**src/timer_pkg.sv**
```systemverilog
// Shared constants for the timer/counter block: addresses, fields, modes
package timer_pkg;
    // ==========================================
    // Special-function addresses
    localparam logic [7:0] ADDR_T0_LOW = 8'h8a;
    localparam logic [7:0] ADDR_T1_LOW = 8'h8b;
    localparam logic [7:0] ADDR_T0_HIGH = 8'h8c;
    localparam logic [7:0] ADDR_T1_HIGH = 8'h8d;
    localparam logic [7:0] ADDR_T2_CONTROL = 8'hc8;
    localparam logic [7:0] ADDR_T2_RELOAD_LOW = 8'hca;
    localparam logic [7:0] ADDR_T2_RELOAD_HIGH = 8'hcb;
    localparam logic [7:0] ADDR_T2_COUNT_LOW = 8'hcc;
    localparam logic [7:0] ADDR_T2_COUNT_HIGH = 8'hcd;

    // ==========================================
    // Timer 2 control field positions
    localparam int BIT_OVF = 7;
    localparam int BIT_EXT = 6;
    localparam int BIT_RCLK = 5;
    localparam int BIT_SERIAL_TX_CLOCK_SELECT = 4;
    localparam int BIT_EXEN = 3;
    localparam int BIT_RUN = 2;
    localparam int BIT_CNT = 1;
    localparam int BIT_CAP = 0;

    // ==========================================
    // Reset values and byte limits
    localparam logic [7:0] BYTE_RESET = 8'h00;
    localparam logic [7:0] BYTE_ALL_ONES = 8'hff;
    localparam logic [15:0] WORD_ALL_ONES = 16'hffff;
    localparam logic [15:0] WORD_RESET = 16'h0000;
    localparam logic [7:0] BYTE_ONE = 8'h01;
    localparam logic [15:0] WORD_ONE = 16'h0001;

    // ==========================================
    // Timer 0/1 mode codes
    localparam logic [1:0] MODE_AUTORELOAD = 2'h2;
    localparam logic [1:0] MODE_SPLIT = 2'h3;

    // ==========================================
    // Pin order on the edge detector
    localparam int PIN_T0 = 0;
    localparam int PIN_T1 = 1;
    localparam int PIN_T2 = 2;
    localparam int PIN_TRIG = 3;
    localparam int PIN_COUNT = 4;
endpackage : timer_pkg

```
**src/pin_fall_detect.sv**
```systemverilog
// Two-flop synchroniser and falling-edge detector for external pins
`timescale 1ns/1ns
`default_nettype none
module pin_fall_detect #(
    parameter int WIDTH = 4
) (
    input wire logic CLK,
    input wire logic RST_N,
    input wire logic [WIDTH-1:0] PIN,
    output logic [WIDTH-1:0] FALL
);
    // ==========================================
    // Per-pin chain
    genvar g;
    generate
        for (g = 0; g < WIDTH; g++) begin : g_pin
            logic meta_q;
            logic sync_q;
            logic prev_q;
            // First stage feeds only the second; pins idle high after reset
            always_ff @(posedge CLK) begin
                if (!RST_N) begin
                    meta_q <= 1'b1;
                    sync_q <= 1'b1;
                    prev_q <= 1'b1;
                end else begin
                    meta_q <= PIN[g];
                    sync_q <= meta_q;
                    prev_q <= sync_q;
                end
            end
            // Edge from two settled samples
            assign FALL[g] = prev_q & ~sync_q; // [RL23]
        end
    endgenerate
endmodule : pin_fall_detect
`default_nettype wire

```
**src/timer_block.sv**
```systemverilog
// Timer 0/1 in modes 2 and 3 and timer 2 with capture, reload and baud outputs
`timescale 1ns/1ns
`default_nettype none
//
// Contract
// [RL1] Timer 0 mode 2: low byte counts, overflow sets flag and reloads from high.
// [RL2] Mode 2 reload never alters the high byte.
// [RL3] Timer 1 mode 3 holds its count as if its run bit were off.
// [RL4] Timer 0 mode 3: low byte uses timer 0 select, gate, run, pin, flag.
// [RL5] Timer 0 mode 3: high byte counts cycles on timer 1 run, sets timer 1 flag.
// [RL6] Then timer 1 starts/stops by mode, still gives baud ticks, no flag; here timer 1 also needs TIMER1_RUN_BIT set to count.
// [RL7] Timer 2 overflow flag set on overflow, software clears, never in baud mode.
// [RL8] External flag set by enabled trigger capture or reload; software clears.
// [RL9] Bit 5 picks timer 2 overflow for receive clock, else timer 1.
// [RL10] Bit 4 picks timer 2 overflow for transmit clock, else timer 1.
// [RL11] Bit 3 enables trigger edges when not in baud mode, else ignored.
// [RL12] Bit 2 runs timer 2 when set, halts it when clear.
// [RL13] Bit 1 counts count-pin falls when set, core cycles when clear.
// [RL14] Bit 0 selects capture on trigger; clear gives reload on overflow or trigger.
// [RL15] Baud mode ignores bit 0 and forces reload on each overflow.
// [RL16] Timer 2 count bytes at CDH and CCH, reset zero.
// [RL17] Capture/reload bytes at CBH and CAH serve capture and reload.
// [RL18] Timer 2 control at C8H, reset zero, bit addressable.
// [RL19] Timer 0 counts only with run set and gate clear or pin high.
// [RL20] Setting a run bit leaves the count registers alone.
// [RL21] Autoreload loads timer 2 from the capture/reload pair.
// [RL22] Capture copies timer 2 low and high into capture/reload bytes.
// [RL23] External count and trigger pins are synchronised and fall-detected.
module timer_block (
    input wire logic CLK,
    input wire logic RST_N,
    input wire logic [7:0] SFR_ADDR,
    input wire logic [7:0] SFR_WDATA,
    input wire logic SFR_WE,
    input wire logic SFR_BIT_WE,
    input wire logic [2:0] SFR_BIT_IDX,
    input wire logic SFR_RE,
    output logic [7:0] SFR_RDATA,
    output logic SFR_HIT,
    input wire logic [1:0] TIMER0_MODE,
    input wire logic TIMER0_COUNTER_SELECT,
    input wire logic TIMER0_GATE,
    input wire logic TIMER0_RUN_BIT,
    input wire logic [1:0] TIMER1_MODE,
    input wire logic TIMER1_COUNTER_SELECT,
    input wire logic TIMER1_GATE,
    input wire logic TIMER1_RUN_BIT,
    input wire logic EXTERNAL_INTERRUPT_PIN_ZERO,
    input wire logic EXTERNAL_INTERRUPT_PIN_ONE,
    input wire logic TIMER0_COUNT_PIN,
    input wire logic TIMER1_COUNT_PIN,
    input wire logic TIMER2_COUNT_PIN,
    input wire logic EXTERNAL_TRIGGER_INPUT,
    input wire logic TIMER0_FLAG_CLEAR,
    input wire logic TIMER1_FLAG_CLEAR,
    output logic TIMER0_OVERFLOW_FLAG,
    output logic TIMER1_OVERFLOW_FLAG,
    output logic TIMER2_OVERFLOW_FLAG,
    output logic TIMER2_EXTERNAL_FLAG,
    output logic RX_BAUD_TICK,
    output logic TX_BAUD_TICK
);
    // ==========================================
    // Pin edges
    // Pins are asynchronous, so every edge decision waits for the two sync stages;
    // an event therefore lands three cycles after the pin falls
    logic [timer_pkg::PIN_COUNT-1:0] pin_fall;

    pin_fall_detect #(
        .WIDTH(timer_pkg::PIN_COUNT)
    ) u_pins (
        .CLK(CLK),
        .RST_N(RST_N),
        .PIN({EXTERNAL_TRIGGER_INPUT, TIMER2_COUNT_PIN, TIMER1_COUNT_PIN, TIMER0_COUNT_PIN}),
        .FALL(pin_fall)
    );

    // ==========================================
    // State
    logic [7:0] t0_low_q, t0_low_d;
    logic [7:0] t0_high_q, t0_high_d;
    logic [7:0] t1_low_q, t1_low_d;
    logic [7:0] t1_high_q, t1_high_d;
    logic [7:0] t2_ctl_q, t2_ctl_d;
    logic [15:0] t2_count_q, t2_count_d;
    logic [15:0] t2_reload_q, t2_reload_d;
    logic tf0_q, tf0_d;
    logic tf1_q, tf1_d;
    logic rx_tick_q, tx_tick_q;
    logic [7:0] rdata_q, rdata_d;

    // ==========================================
    // Register decode
    wire wr_any = SFR_WE | SFR_BIT_WE;
    wire wr_t0l = wr_any && SFR_ADDR == timer_pkg::ADDR_T0_LOW;
    wire wr_t0h = wr_any && SFR_ADDR == timer_pkg::ADDR_T0_HIGH;
    wire wr_t1l = wr_any && SFR_ADDR == timer_pkg::ADDR_T1_LOW;
    wire wr_t1h = wr_any && SFR_ADDR == timer_pkg::ADDR_T1_HIGH;
    wire wr_ctl = wr_any && SFR_ADDR == timer_pkg::ADDR_T2_CONTROL; // [RL18]
    wire wr_rl = wr_any && SFR_ADDR == timer_pkg::ADDR_T2_RELOAD_LOW; // [RL17]
    wire wr_rh = wr_any && SFR_ADDR == timer_pkg::ADDR_T2_RELOAD_HIGH; // [RL17]
    wire wr_cl = wr_any && SFR_ADDR == timer_pkg::ADDR_T2_COUNT_LOW; // [RL16]
    wire wr_ch = wr_any && SFR_ADDR == timer_pkg::ADDR_T2_COUNT_HIGH; // [RL16]

    // Bit writes act as read-modify-write on the control register only; other addresses take the whole SFR_WDATA byte
    wire [7:0] bit_mask = timer_pkg::BYTE_ONE << SFR_BIT_IDX;
    wire [7:0] bit_val = SFR_WDATA[0] ? bit_mask : timer_pkg::BYTE_RESET;

    // ==========================================
    // Timer 2 control fields
    wire t2_rclk = t2_ctl_q[timer_pkg::BIT_RCLK];
    wire t2_serial_tx_clock_select = t2_ctl_q[timer_pkg::BIT_SERIAL_TX_CLOCK_SELECT];
    wire t2_exen = t2_ctl_q[timer_pkg::BIT_EXEN];
    wire t2_run = t2_ctl_q[timer_pkg::BIT_RUN];
    wire t2_cnt = t2_ctl_q[timer_pkg::BIT_CNT];
    wire t2_cap = t2_ctl_q[timer_pkg::BIT_CAP];
    wire t2_baud = t2_rclk | t2_serial_tx_clock_select;

    // ==========================================
    // Timer 0 low byte, modes 2 and 3
    wire t0_split = TIMER0_MODE == timer_pkg::MODE_SPLIT;
    wire t0_autoreload = TIMER0_MODE == timer_pkg::MODE_AUTORELOAD;
    wire t0_gate_ok = ~TIMER0_GATE | EXTERNAL_INTERRUPT_PIN_ZERO; // [RL19]
    wire t0_event = TIMER0_COUNTER_SELECT ? pin_fall[timer_pkg::PIN_T0] : 1'b1; // [RL4]
    wire t0_low_inc = (t0_split | t0_autoreload) & TIMER0_RUN_BIT & t0_gate_ok & t0_event; // [RL19]
    wire t0_low_ovf = t0_low_inc && t0_low_q == timer_pkg::BYTE_ALL_ONES;
    wire [7:0] t0_low_wrap = t0_split ? timer_pkg::BYTE_RESET : t0_high_q; // [RL1]

    // Timer 0 high byte runs on core cycles under timer 1's run bit in split mode
    wire t0_high_inc = t0_split & TIMER1_RUN_BIT; // [RL5]
    wire t0_high_ovf = t0_high_inc && t0_high_q == timer_pkg::BYTE_ALL_ONES;

    // ==========================================
    // Timer 1 low byte, mode 2; mode 3 simply stops it
    wire t1_gate_ok = ~TIMER1_GATE | EXTERNAL_INTERRUPT_PIN_ONE;
    wire t1_event = TIMER1_COUNTER_SELECT ? pin_fall[timer_pkg::PIN_T1] : 1'b1;
    wire t1_autoreload = TIMER1_MODE == timer_pkg::MODE_AUTORELOAD; // [RL3] [RL6]
    wire t1_low_inc = t1_autoreload & TIMER1_RUN_BIT & t1_gate_ok & t1_event;
    wire t1_ovf = t1_low_inc && t1_low_q == timer_pkg::BYTE_ALL_ONES;

    // Timer 1 flag source moves to timer 0 high byte in split mode
    wire tf1_set = t0_split ? t0_high_ovf : t1_ovf; // [RL5] [RL6]

    // Timer 1 high byte is the mode 2 reload value; only software changes it
    assign t1_high_d = wr_t1h ? SFR_WDATA : t1_high_q;

    // ==========================================
    // Timer 2 counting and events
    wire t2_event = t2_cnt ? pin_fall[timer_pkg::PIN_T2] : 1'b1; // [RL13]
    wire t2_inc = t2_run & t2_event; // [RL12]
    // Overflow is judged on the count before the increment, so ffff is the last value
    wire t2_ovf = t2_inc && t2_count_q == timer_pkg::WORD_ALL_ONES;
    // Trigger edges are dropped while timer 2 clocks the serial port
    wire trig_ok = t2_exen & ~t2_baud & pin_fall[timer_pkg::PIN_TRIG]; // [RL11]
    // Capture mode lets an overflow wrap to zero; only reload modes load the pair
    wire do_capture = trig_ok & t2_cap; // [RL14]
    wire reload_mode = t2_baud | ~t2_cap; // [RL15]
    wire do_reload = reload_mode & (t2_ovf | trig_ok); // [RL14] [RL15] [RL21]
    wire tf2_set = t2_ovf & ~t2_baud; // [RL7]
    wire timer2_external_flag_set = trig_ok; // [RL8]

    // ==========================================
    // Next values for the 8-bit timers; a software write wins over counting
    always_comb begin
        t0_low_d = t0_low_q;
        if (wr_t0l) begin
            t0_low_d = SFR_WDATA;
        end else if (t0_low_ovf) begin
            t0_low_d = t0_low_wrap; // [RL1]
        end else if (t0_low_inc) begin
            t0_low_d = t0_low_q + timer_pkg::BYTE_ONE;
        end
        // High byte changes only by software or split-mode counting
        t0_high_d = t0_high_q; // [RL2]
        if (wr_t0h) begin
            t0_high_d = SFR_WDATA;
        end else if (t0_high_inc) begin
            t0_high_d = t0_high_q + timer_pkg::BYTE_ONE; // [RL5]
        end
        // Timer 1 reload comes from its high byte, exactly as for timer 0
        t1_low_d = t1_low_q;
        if (wr_t1l) begin
            t1_low_d = SFR_WDATA;
        end else if (t1_ovf) begin
            t1_low_d = t1_high_q;
        end else if (t1_low_inc) begin
            t1_low_d = t1_low_q + timer_pkg::BYTE_ONE;
        end
    end

    // Flags: hardware set wins over a clear in the same cycle, so an overflow
    // landing on the clear pulse is never lost; the handler simply sees it again
    assign tf0_d = t0_low_ovf | (tf0_q & ~TIMER0_FLAG_CLEAR); // [RL1] [RL4]
    assign tf1_d = tf1_set | (tf1_q & ~TIMER1_FLAG_CLEAR); // [RL5]

    // ==========================================
    // Timer 2 control, count and capture/reload next values
    always_comb begin
        t2_ctl_d = t2_ctl_q;
        if (wr_ctl) begin
            t2_ctl_d = SFR_BIT_WE ? ((t2_ctl_q & ~bit_mask) | bit_val) : SFR_WDATA; // [RL18]
        end
        if (tf2_set) begin
            t2_ctl_d[timer_pkg::BIT_OVF] = 1'b1; // [RL7]
        end
        if (timer2_external_flag_set) begin
            t2_ctl_d[timer_pkg::BIT_EXT] = 1'b1; // [RL8]
        end
        // A software byte write lands after counting so it wins for that byte only
        t2_count_d = t2_count_q;
        if (do_reload) begin
            t2_count_d = t2_reload_q; // [RL21]
        end else if (t2_inc) begin
            t2_count_d = t2_count_q + timer_pkg::WORD_ONE;
        end
        if (wr_cl) begin
            t2_count_d[7:0] = SFR_WDATA;
        end
        if (wr_ch) begin
            t2_count_d[15:8] = SFR_WDATA;
        end
        // Software writes to the pair override a capture landing in the same cycle
        t2_reload_d = t2_reload_q;
        if (do_capture) begin
            t2_reload_d = t2_count_q; // [RL22]
        end
        if (wr_rl) begin
            t2_reload_d[7:0] = SFR_WDATA;
        end
        if (wr_rh) begin
            t2_reload_d[15:8] = SFR_WDATA;
        end
    end

    // ==========================================
    // Read mux; unmapped addresses read zero and drop SFR_HIT
    // Read data is captured on the strobe and then held, so a late look still sees it
    always_comb begin
        SFR_HIT = 1'b1;
        rdata_d = timer_pkg::BYTE_RESET;
        unique case (SFR_ADDR)
            timer_pkg::ADDR_T0_LOW: rdata_d = t0_low_q;
            timer_pkg::ADDR_T0_HIGH: rdata_d = t0_high_q;
            timer_pkg::ADDR_T1_LOW: rdata_d = t1_low_q;
            timer_pkg::ADDR_T1_HIGH: rdata_d = t1_high_q;
            timer_pkg::ADDR_T2_CONTROL: rdata_d = t2_ctl_q;
            timer_pkg::ADDR_T2_RELOAD_LOW: rdata_d = t2_reload_q[7:0];
            timer_pkg::ADDR_T2_RELOAD_HIGH: rdata_d = t2_reload_q[15:8];
            timer_pkg::ADDR_T2_COUNT_LOW: rdata_d = t2_count_q[7:0];
            timer_pkg::ADDR_T2_COUNT_HIGH: rdata_d = t2_count_q[15:8];
            default: SFR_HIT = 1'b0;
        endcase
    end

    // ==========================================
    // Registers; run bits are never touched here, so counts survive a start
    // Synchronous reset only: the core reset is already aligned to this clock
    always_ff @(posedge CLK) begin
        if (!RST_N) begin
            t0_low_q <= timer_pkg::BYTE_RESET;
            t0_high_q <= timer_pkg::BYTE_RESET;
            t1_low_q <= timer_pkg::BYTE_RESET;
            t1_high_q <= timer_pkg::BYTE_RESET;
            t2_ctl_q <= timer_pkg::BYTE_RESET; // [RL18]
            t2_count_q <= timer_pkg::WORD_RESET; // [RL16]
            t2_reload_q <= timer_pkg::WORD_RESET; // [RL17]
            tf0_q <= 1'b0;
            tf1_q <= 1'b0;
        end else begin
            t0_low_q <= t0_low_d; // [RL20]
            t0_high_q <= t0_high_d;
            t1_low_q <= t1_low_d;
            t1_high_q <= t1_high_d;
            t2_ctl_q <= t2_ctl_d;
            t2_count_q <= t2_count_d; // [RL20]
            t2_reload_q <= t2_reload_d;
            tf0_q <= tf0_d;
            tf1_q <= tf1_d;
        end
    end

    // Read data and baud ticks registered; ticks lag the overflow by one cycle
    always_ff @(posedge CLK) begin
        if (!RST_N) begin
            rdata_q <= timer_pkg::BYTE_RESET;
            rx_tick_q <= 1'b0;
            tx_tick_q <= 1'b0;
        end else begin
            rdata_q <= SFR_RE ? rdata_d : rdata_q;
            rx_tick_q <= t2_rclk ? t2_ovf : t1_ovf; // [RL9]
            tx_tick_q <= t2_serial_tx_clock_select ? t2_ovf : t1_ovf; // [RL10] [RL6]
        end
    end

    // ==========================================
    // Outputs
    assign SFR_RDATA = rdata_q;
    assign TIMER0_OVERFLOW_FLAG = tf0_q;
    assign TIMER1_OVERFLOW_FLAG = tf1_q;
    assign TIMER2_OVERFLOW_FLAG = t2_ctl_q[timer_pkg::BIT_OVF];
    assign TIMER2_EXTERNAL_FLAG = t2_ctl_q[timer_pkg::BIT_EXT];
    assign RX_BAUD_TICK = rx_tick_q;
    assign TX_BAUD_TICK = tx_tick_q;
endmodule : timer_block
`default_nettype wire

```
**config.mk**
```make
export PLATFORM = sky130hd
export DESIGN_NAME = timer_block
export DESIGN_NICKNAME = d
export VERILOG_FILES = /design/src/timer_pkg.sv /design/src/pin_fall_detect.sv /design/src/timer_block.sv
export SDC_FILE = /design/constraint.sdc
export NUM_CORES = 1
export LEC_CHECK = 0
export BUFFER_PORTS_ARGS = -buffer_cell sky130_fd_sc_hd__buf_2
export CAP_MARGIN = 10
export CORE_ASPECT_RATIO = 0.5
export CORE_UTILIZATION = 54
export DETAILED_ROUTE_END_ITERATION = 12
export MAX_ROUTING_LAYER = met4
export PLACE_DENSITY_LB_ADDON = 0.05
export SLEW_MARGIN = 10
export SYNTH_ARGS = -nofsm -noshare
export SYNTH_HDL_FRONTEND = slang
export SYNTH_HIERARCHICAL = 1
export SYNTH_SLANG_ARGS = --single-unit
```
**constraint.sdc**
```tcl
create_clock -name CLK -period 2.2 [get_ports CLK]
set_input_delay 0.11 -clock CLK [delete_from_list [all_inputs] [get_ports CLK]]
set_output_delay 0.11 -clock CLK [all_outputs]
set_load 0.1 [all_outputs]
```
Yosys cells after proc, flatten, opt, wreduce, memory -nomap -nowiden

Index checks and enable logic that the tools add are counted.

Bits in registers: 96
Latch bits: 0
Bits in writable memories: 0
Memory bits (read-only): 0
Output and inout port bits: 15
Logic and storage cells: 142
Memories kept: 0

Add/subtract/negate cells: 4
$mul: 0
Divide/modulo/power cells: 0
$lt $le $gt $ge: 0
Equality and inequality tests: 16
Shift operators: 1
Muxes and demuxes: 29
Bitwise operators: 41
Reductions and logical operators: 23

Operators with widths:

| kind                                             | number |
|---|---|
| two-way mux 8 bit                                | 16 |
| equality test 8 bit (second input constant)      | 12 |
| case mux 8 bit (9 select lines)                  | 1 |
| two-way mux 16 bit                               | 3 |
| adder 8 x 1 -> 8 bit (second input constant)     | 3 |
| AND 1 bit                                        | 19 |
| adder 16 x 1 -> 16 bit (second input constant)   | 1 |
| equality test 16 bit (second input constant)     | 1 |
| logical AND 1 bit                                | 13 |
| nonzero test 3 bit                               | 4 |
| inverter 1 bit                                   | 10 |
| nonzero test 2 bit                               | 5 |
| two-way mux 1 bit                                | 9 |
| bitwise OR 1 bit                                 | 9 |
| OR reduction 9 bit                               | 1 |
| AND 8 bit                                        | 1 |
| inverter 8 bit                                   | 1 |
| bitwise OR 8 bit                                 | 1 |
| << shifter 1 x 3 -> 8 bit (first input constant) | 1 |
| equality test 2 bit (second input constant)      | 3 |

Depth between registers and ports, before layout

Gate-level depths: netlist (run 1).

Depth after elaboration: 9
Mapped depth: 8
Mapped depth without buffers: 6

Hierarchy

The synthesis (run 1) kept the hierarchy.

Modules (own cells, without submodules):

| module          | instances | cells an instance | area an instance (um^2) |
|---|---|---|---|
| timer_block     | 1         | 674               | 5375.2 |
| pin_fall_detect | 1         | 29                | 364.1 |

Least setup slack after synthesis (run 1)

Ideal clock, no wire load.

Path kind: input -> register
Start: input SFR_ADDR[2]
End: register rdata_q[2] (netlist: SFR_RDATA[2])
Setup time: 0.090 ns
Arrival: 3.876 ns
Setup slack: -1.767 ns
Stages on the path: 6
Path through: clkbuf_1 > clkbuf_1 > nor3_1 > a211oi_1 > nand3_1 > a32oi_1

Word-level cells in the longest chain between the ends: 2
Elaborated cells on any way between the ends: 10
Classes of those cells: eq/ne: 9; mux: 1

RTL lines:

| what                              | line               | RTL |
|---|---|---|
| start, declared                   | timer_block.sv:32  | `input wire logic [7:0] SFR_ADDR,` |
| equality test 8 bit               | timer_block.sv:241 | `unique case (SFR_ADDR)` |
| case mux 8 bit (9 select lines) * | timer_block.sv:241 |  |
| end signal, assigned              | timer_block.sv:285 | `rdata_q <= timer_pkg::BYTE_RESET;` |
| end signal, assigned              | timer_block.sv:289 | `rdata_q <= SFR_RE ? rdata_d : rdata_q;` |
| end, declared                     | timer_block.sv:90  | `logic [7:0] rdata_q, rdata_d;` |

Every way passes the cells marked *; elsewhere a longest branch is shown, timed or not.
A chain may end at the register's enable or synchronous reset.

Worst setup path after layout (run 1)

Start: register t2_count_q[3]
End: register t2_count_q[13]

Word-level cells in the longest chain between the ends: 6
Elaborated cells on any way between the ends: 9
Classes of those cells: add/sub: 1; eq/ne: 1; mux: 3; bitwise: 2; reduce/logical: 2

RTL lines:

| what                                                                           | line               | RTL |
|---|---|---|
| start, declared                                                                | timer_block.sv:85  | `logic [15:0] t2_count_q, t2_count_d;` |
| start signal, assigned                                                         | timer_block.sv:265 | `t2_count_q <= timer_pkg::WORD_RESET;` |
| start signal, assigned                                                         | timer_block.sv:275 | `t2_count_q <= t2_count_d;` |
| parallel branches: the longest is 6 deep, another holds adder 16 x 1 -> 16 bit | n/a                |  |

Several ways; the timed one is not identified. The select of a mux whose other input is x is not followed.

==> reports/summary.txt, run 1 <==
H-tree levels - 3
Fin Clk Skew - 11.6 ps
most common cell after layout, fill and taps aside - dfxtp_1
Worst Tran Pin Value - 551 ps
worst path required time - 2440 ps
Worst Path Max Fanout - 8
LEAKAGE - 2.49 nW
die height - 74.9 µm
most frequent cells in the layout - 96 x dfxtp_1, 63 x nor2_1, 62 x nand2_1
Setup CP Type - flip-flop to flip-flop
peak supply drop - 0.000347 V
Final Max Tran Viols - 0
Max Cap Viol - 0
maximum clock path buffer count - 2
Post-Layout Cell Count - 883
DR pass1 iterations - 5
Final Hold Viols - 0
unrepaired setup endpoints after global routing - no
Initial Util - 55.8%
CTS Buf Count - 9
Skew-Pair Late Insertion Delay - 360 ps
post-cts sizing count - 0
gr ovfl total - 0
final setup fails - 0
layout cell share with drive strength beyond 1 - 17.6%
DRT antenna net count - 0
Clk pin slew, worst setup/hold paths - 70 ps
status - complete, no violations
main flop type after synthesis - dfxtp_1
Pwr Density - 587 nW/µm²
post-layout instance area - 6510 µm²
area of the mapped netlist - 5740 µm²
Port Buffers - 56
syn avg cell area - 8.16 µm²
Core Rows - 26
register area share after synthesis - 33.5%
r2r startpoint - t2_count_q[3]$_SDFFE_PN0P_
R2R cell count - 5
hold depth - 4
Max-slew headroom - 63.3%
Critical Path End Type - flip-flop
FILL cells - 935
Worst Hold Path EP - TIMER0_OVERFLOW_FLAG$_SDFF_PN0_
final WL - 18000 µm
n_diodes - 0
initial antenna violation count - 0
syn_nets - 749
FMAX - 487 MHz
routed vias/inst - 6.52
register bit count reported by yosys - 96
cell count after placement - 863
r2r setup slk - 150 ps
hold_sp - TIMER0_FLAG_CLEAR
Final Wtd Congestion - 0.977
gr usage total - 34.1%
Post-synth EDFFs - 0
die area - 11100 µm²
Synth Instances - 703
setup TNS - 0 ps
first-pass GRT wire length - 27300 µm
Crit path arrival time - 2290 ps
Iteration-0 DRC Markers - 579
HP Class - input pin to flip-flop
root buffer cell - clkbuf_16
Die W - 148 µm
CTS tree - built
RR Endpoint - t2_count_q[13]$_SDFFE_PN0P_
Vias - 5754
DRC violations left - 0
critical path startpoint category - flip-flop
vias in the first global route - 4901
warnings from Yosys - 6
Placed Area - 6140 µm²
area grow syn2layout - 13.4%
period utilization - 93.2%
pin count of the biggest net entering global routing - 46
core footprint - 10300 µm²
clk sink count - 96
Final Power - 3.82 mW
Netlist cell types - 72
DP HPWL - 12700 µm
average wire per standard cell - 20.4 µm
final net count - 784
Post-synth ARST share - 0%
post-layout min period - 2050 ps
number of primary I/O pins - 57
## worst max path at each step
stage | startpoint | to | slack, ps | cells past startpoint
after detailed placement | t2_count_q[0]$_SDFFE_PN0P_ | t2_count_q[10]$_SDFFE_PN0P_ | 170 | 6
after floorplan | SFR_ADDR[5] | SFR_RDATA[2]$_SDFFE_PN0P_ | 70 | 5
after CTS | t2_count_q[0]$_SDFFE_PN0P_ | t2_count_q[10]$_SDFFE_PN0P_ | 170 | 6
after global routing | t2_count_q[1]$_SDFFE_PN0P_ | t2_count_q[7]$_SDFFE_PN0P_ | 80 | 6
after global placement | t2_count_q[0]$_SDFFE_PN0P_ | t2_count_q[12]$_SDFFE_PN0P_ | 190 | 6
final | t2_count_q[3]$_SDFFE_PN0P_ | t2_count_q[13]$_SDFFE_PN0P_ | 150 | 5
## cells by family after synthesis
family | Yosys count | synth area share, %
and+or+nand+nor | 272 | 25.3
AOI/OAI and AO/OA | 193 | 23.8
DFF | 96 | 33.5
buffers and inverters | 73 | 5.25
muxes | 42 | 7.78
xor gates and xnor gates | 23 | 3.51
adders and majority gates | 4 | 0.872
## power by group
part | internal [mW] | switching, mW
combinational | 0.102 | 0.204
sequential | 1.75 | 0.0152
clock | 1.04 | 0.707
total | 2.90 | 0.926
## through the flow
stage | worst slack, ps | utilization, % | hold slack (ps)
after CTS | 169 | 63.3 | 52.1
final | 149 | 63.3 | 49.8
after global routing | 76.7 | 63.3 | 88.8
after detailed placement | 172 | 59.7 | 298
after floorplan | 65.5 | - | 183
after global placement | 191 | 59.7 | 296
## synth_stat cells (all sizes together), types with 5 or more instances
cell type / instances / share of area [%]
buf: 15 / 1.5
a211oi: 26 / 3.4
and2: 6 / 0.70
o21ai: 27 / 2.4
xnor2: 15 / 2.3
o221a: 5 / 0.98
nor2b: 13 / 1.4
nor2: 63 / 4.1
dfxtp: 96 / 33
o22ai: 8 / 0.87
nor3b: 7 / 0.92
a22oi: 16 / 2.1
a21oi: 37 / 3.2
mux2: 11 / 2.2
nand3: 28 / 2.7
xor2: 8 / 1.2
and4: 5 / 0.85
inv: 13 / 0.85
clkbuf: 45 / 2.9
a22o: 6 / 0.92
nand2b: 19 / 2.3
a31oi: 13 / 1.4
a221oi: 7 / 1.1
mux2i: 30 / 5.2
nand4: 18 / 2.0
nor3: 12 / 1.0
o221ai: 8 / 1.2
nand2: 62 / 4.1
and3: 17 / 1.9
## final cells by class
class	instances	area, µm²	share of cell area, %
tap	140	175	2.69
multi-input combinational	534	3530	54.3
inverter	13	48.8	0.750
timing repair buffer	84	500	7.69
clock buffer	11	243	3.73
clock inverter	5	86.3	1.33
sequential	96	1920	29.5
## state kept, by name, indices dropped and copies added, names as in the netlist, named ones only
signal	count
u_pins/g_pin.sync_q	4
t0_low_q	8
t2_count_q	16
TIMER1_OVERFLOW_FLAG	1
RX_BAUD_TICK	1
TX_BAUD_TICK	1
t0_high_q	8
u_pins/g_pin.prev_q	4
t2_reload_q	16
t1_low_q	8
t2_ctl_q	2
u_pins/g_pin.meta_q	4
SFR_RDATA	8
t1_high_q	8
TIMER0_OVERFLOW_FLAG	1
## what timing repair did
item,4_1_cts,5_1_grt
hold endpoints to repair,4,0
hold buffers,4,0
setup buffers,0,0
## worst max-delay path, stage by stage (launching register included)
cell and delay [ps]:
dfxtp_1 520, and4_4 330, nand3_4 90, o41a_1 530, and2_4 200, a221o_1 280
## per-layer routing
layer | share of wire, % | wire [µm] | track usage (%)
met1 | 47 | 8400 | 47.1
met2 | 42 | 7510 | 50.8
met3 | 9.3 | 1670 | 6.00
met4 | 2.2 | 395 | 10.5
met5 | 0 | 0 | -
No activity file was read; power rests on OpenSTA's default activity.
==> inputs of run 2 (changes only) <==
--- a/config.mk
+++ b/config.mk
@@ -9,4 +9,5 @@
 export CAP_MARGIN = 10
 export CORE_ASPECT_RATIO = 0.5
+export CORE_MARGIN = 2
 export CORE_UTILIZATION = 54
 export DETAILED_ROUTE_END_ITERATION = 12
==> constraint.sdc (replaced) <==
create_clock -name CLK -period 2.2 [get_ports CLK]
set_input_delay 0 -clock CLK [delete_from_list [all_inputs] [get_ports CLK]]
set_output_delay 0 -clock CLK [all_outputs]
set_load 0.1 [all_outputs]
==> reports/summary.txt, run 2 (synthesis results as in run 1) <==
DP HPWL - 13000 µm
Final Hold Viols - 0
final WL - 18500 µm
Die W - 150 µm
Max-slew headroom - 58.2%
clk sink count - 96
Sequential Area - 1920 µm²
Worst Path Max Fanout - 6
H-tree levels - 3
area grow syn2layout - 13.9%
Final Max Tran Viols - 0
setup TNS - 0 ps
root buffer cell - clkbuf_16
DRT antenna net count - 0
FILL cells - 940
CTS Buf Count - 9
first-pass GRT wire length - 28900 µm
number of primary I/O pins - 57
Final Power - 3.86 mW
unrepaired setup endpoints after global routing - no
DR pass1 iterations - 7
Max Cap Viol - 0
initial antenna violation count - 0
final setup fails - 0
DRC violations left - 0
Setup CP Type - flip-flop to flip-flop
pin count of the biggest net entering global routing - 46
post-layout min period - 2080 ps
Worst Tran Pin Value - 627 ps
gr usage total - 33.7%
routed vias/inst - 6.51
vias in the first global route - 5311
critical path startpoint category - flip-flop
Initial Util - 55.8%
n_diodes - 0
Vias - 5766
gr ovfl total - 0
post-layout instance area - 6540 µm²
Port Buffers - 56
layout cell share with drive strength beyond 1 - 17.7%
core footprint - 10300 µm²
peak supply drop - 0.000323 V
die height - 76.9 µm
worst path required time - 2440 ps
most frequent cells in the layout - 96 x dfxtp_1, 63 x nor2_1, 62 x nand2_1
Placed Area - 6140 µm²
Clk pin slew, worst setup/hold paths - 70 ps
Pwr Density - 591 nW/µm²
WHS - 43.4 ps
Crit path arrival time - 2330 ps
die area - 11500 µm²
Final Wtd Congestion - 0.932
status - complete, no violations
LEAKAGE - 2.51 nW
FMAX - 480 MHz
Core Rows - 26
Iteration-0 DRC Markers - 552
Skew-Pair Late Insertion Delay - 360 ps
final net count - 787
Fin Clk Skew - 8.81 ps
biggest registers after layout - t2_count_q (16), t2_reload_q (16)
CTS tree - built
most common cell after layout, fill and taps aside - dfxtp_1
maximum clock path buffer count - 2
average wire per standard cell - 20.9 µm
period utilization - 94.7%
HP Class - input pin to flip-flop
Critical Path End Type - flip-flop
Multi-input gate area - 3530 µm²
==> run 2: cell count changes in the layout (fill, tap and decap cells not counted) <==
cell	before	now
clkbuf_1	1	0
nand3_2	2	1
nand3_1	25	26
buf_4	24	25
clkinv_4	1	2
dlygate4sd3_1	4	6
clkbuf_8	1	0
inv_6	2	0
inv_8	0	3
==> run 2: path summary, 6_finish.rpt <==
kind,from,endpoint,slack (ps),depth (start not counted)
min reg2reg,u_pins/g_pin[3].meta_q$_SDFF_PN1_,u_pins/g_pin[3].sync_q$_SDFF_PN1_,410,1
max reg2reg,t2_count_q[0]$_SDFFE_PN0P_,t2_count_q[8]$_SDFFE_PN0P_,120,6
max,t2_count_q[0]$_SDFFE_PN0P_,t2_count_q[8]$_SDFFE_PN0P_,120,6
min,SFR_RE,SFR_RDATA[1]$_SDFFE_PN0P_,40,4
==> run 2: where the power goes <==
| group | total [mW] | internal (mW) | leakage, nW | switching [mW] |
|---|---|---|---|---|
| logic | 0.311 | 0.106 | 1.57 | 0.205 |
| registers | 1.77 | 1.75 | 0.776 | 0.0161 |
| clock network | 1.78 | 1.02 | 0.166 | 0.756 |
==> run 2: routing by layer <==
| layer | track usage, % | share of wire, % | vias to the layer above |
|---|---|---|---|
| met2 | 48.2 | 42 | 297 |
| met4 | 11.1 | 2.4 | 0 |
| li1 | - | - | 2697 |
| met1 | 46.3 | 45 | 2724 |
| met3 | 8.87 | 10 | 48 |
| met5 | - | 0 | - |
==> run 2: cell type report <==
cell class / instances / area share (%)
clock buffers: 9 / 3.44
flip-flops and latches: 96 / 29.4
clock inverters: 7 / 1.70
inverters: 13 / 0.746
repair buffers: 87 / 8.08
well taps: 140 / 2.68
multi-input cells: 534 / 54.0
==> run 2: stage by stage <==
step | util [%] | worst slack, ps | std cells
detailed placement | 59.7 | 134 | 864
global route | 63.6 | 19.9 | 886
CTS | 63.6 | 127 | 886
finish | 63.6 | 117 | 886
global placement | 59.7 | 164 | 864
floorplan | - | 0.590 | 703
==> run 2: timing repair <==
item / CTS / global route
setup buffers: 0 / 0
gates resized for setup: 0 / 0
hold endpoints to repair: 6 / 0
hold buffers: 6 / 0
==> run 2: critical path, cell delays in order (launching register included) <==
cell     delay [ps]
dfxtp_1         330
ha_1            230
and4_4          290
nand3_4          90
o41a_1          550
and2_4          210
a221o_1         280
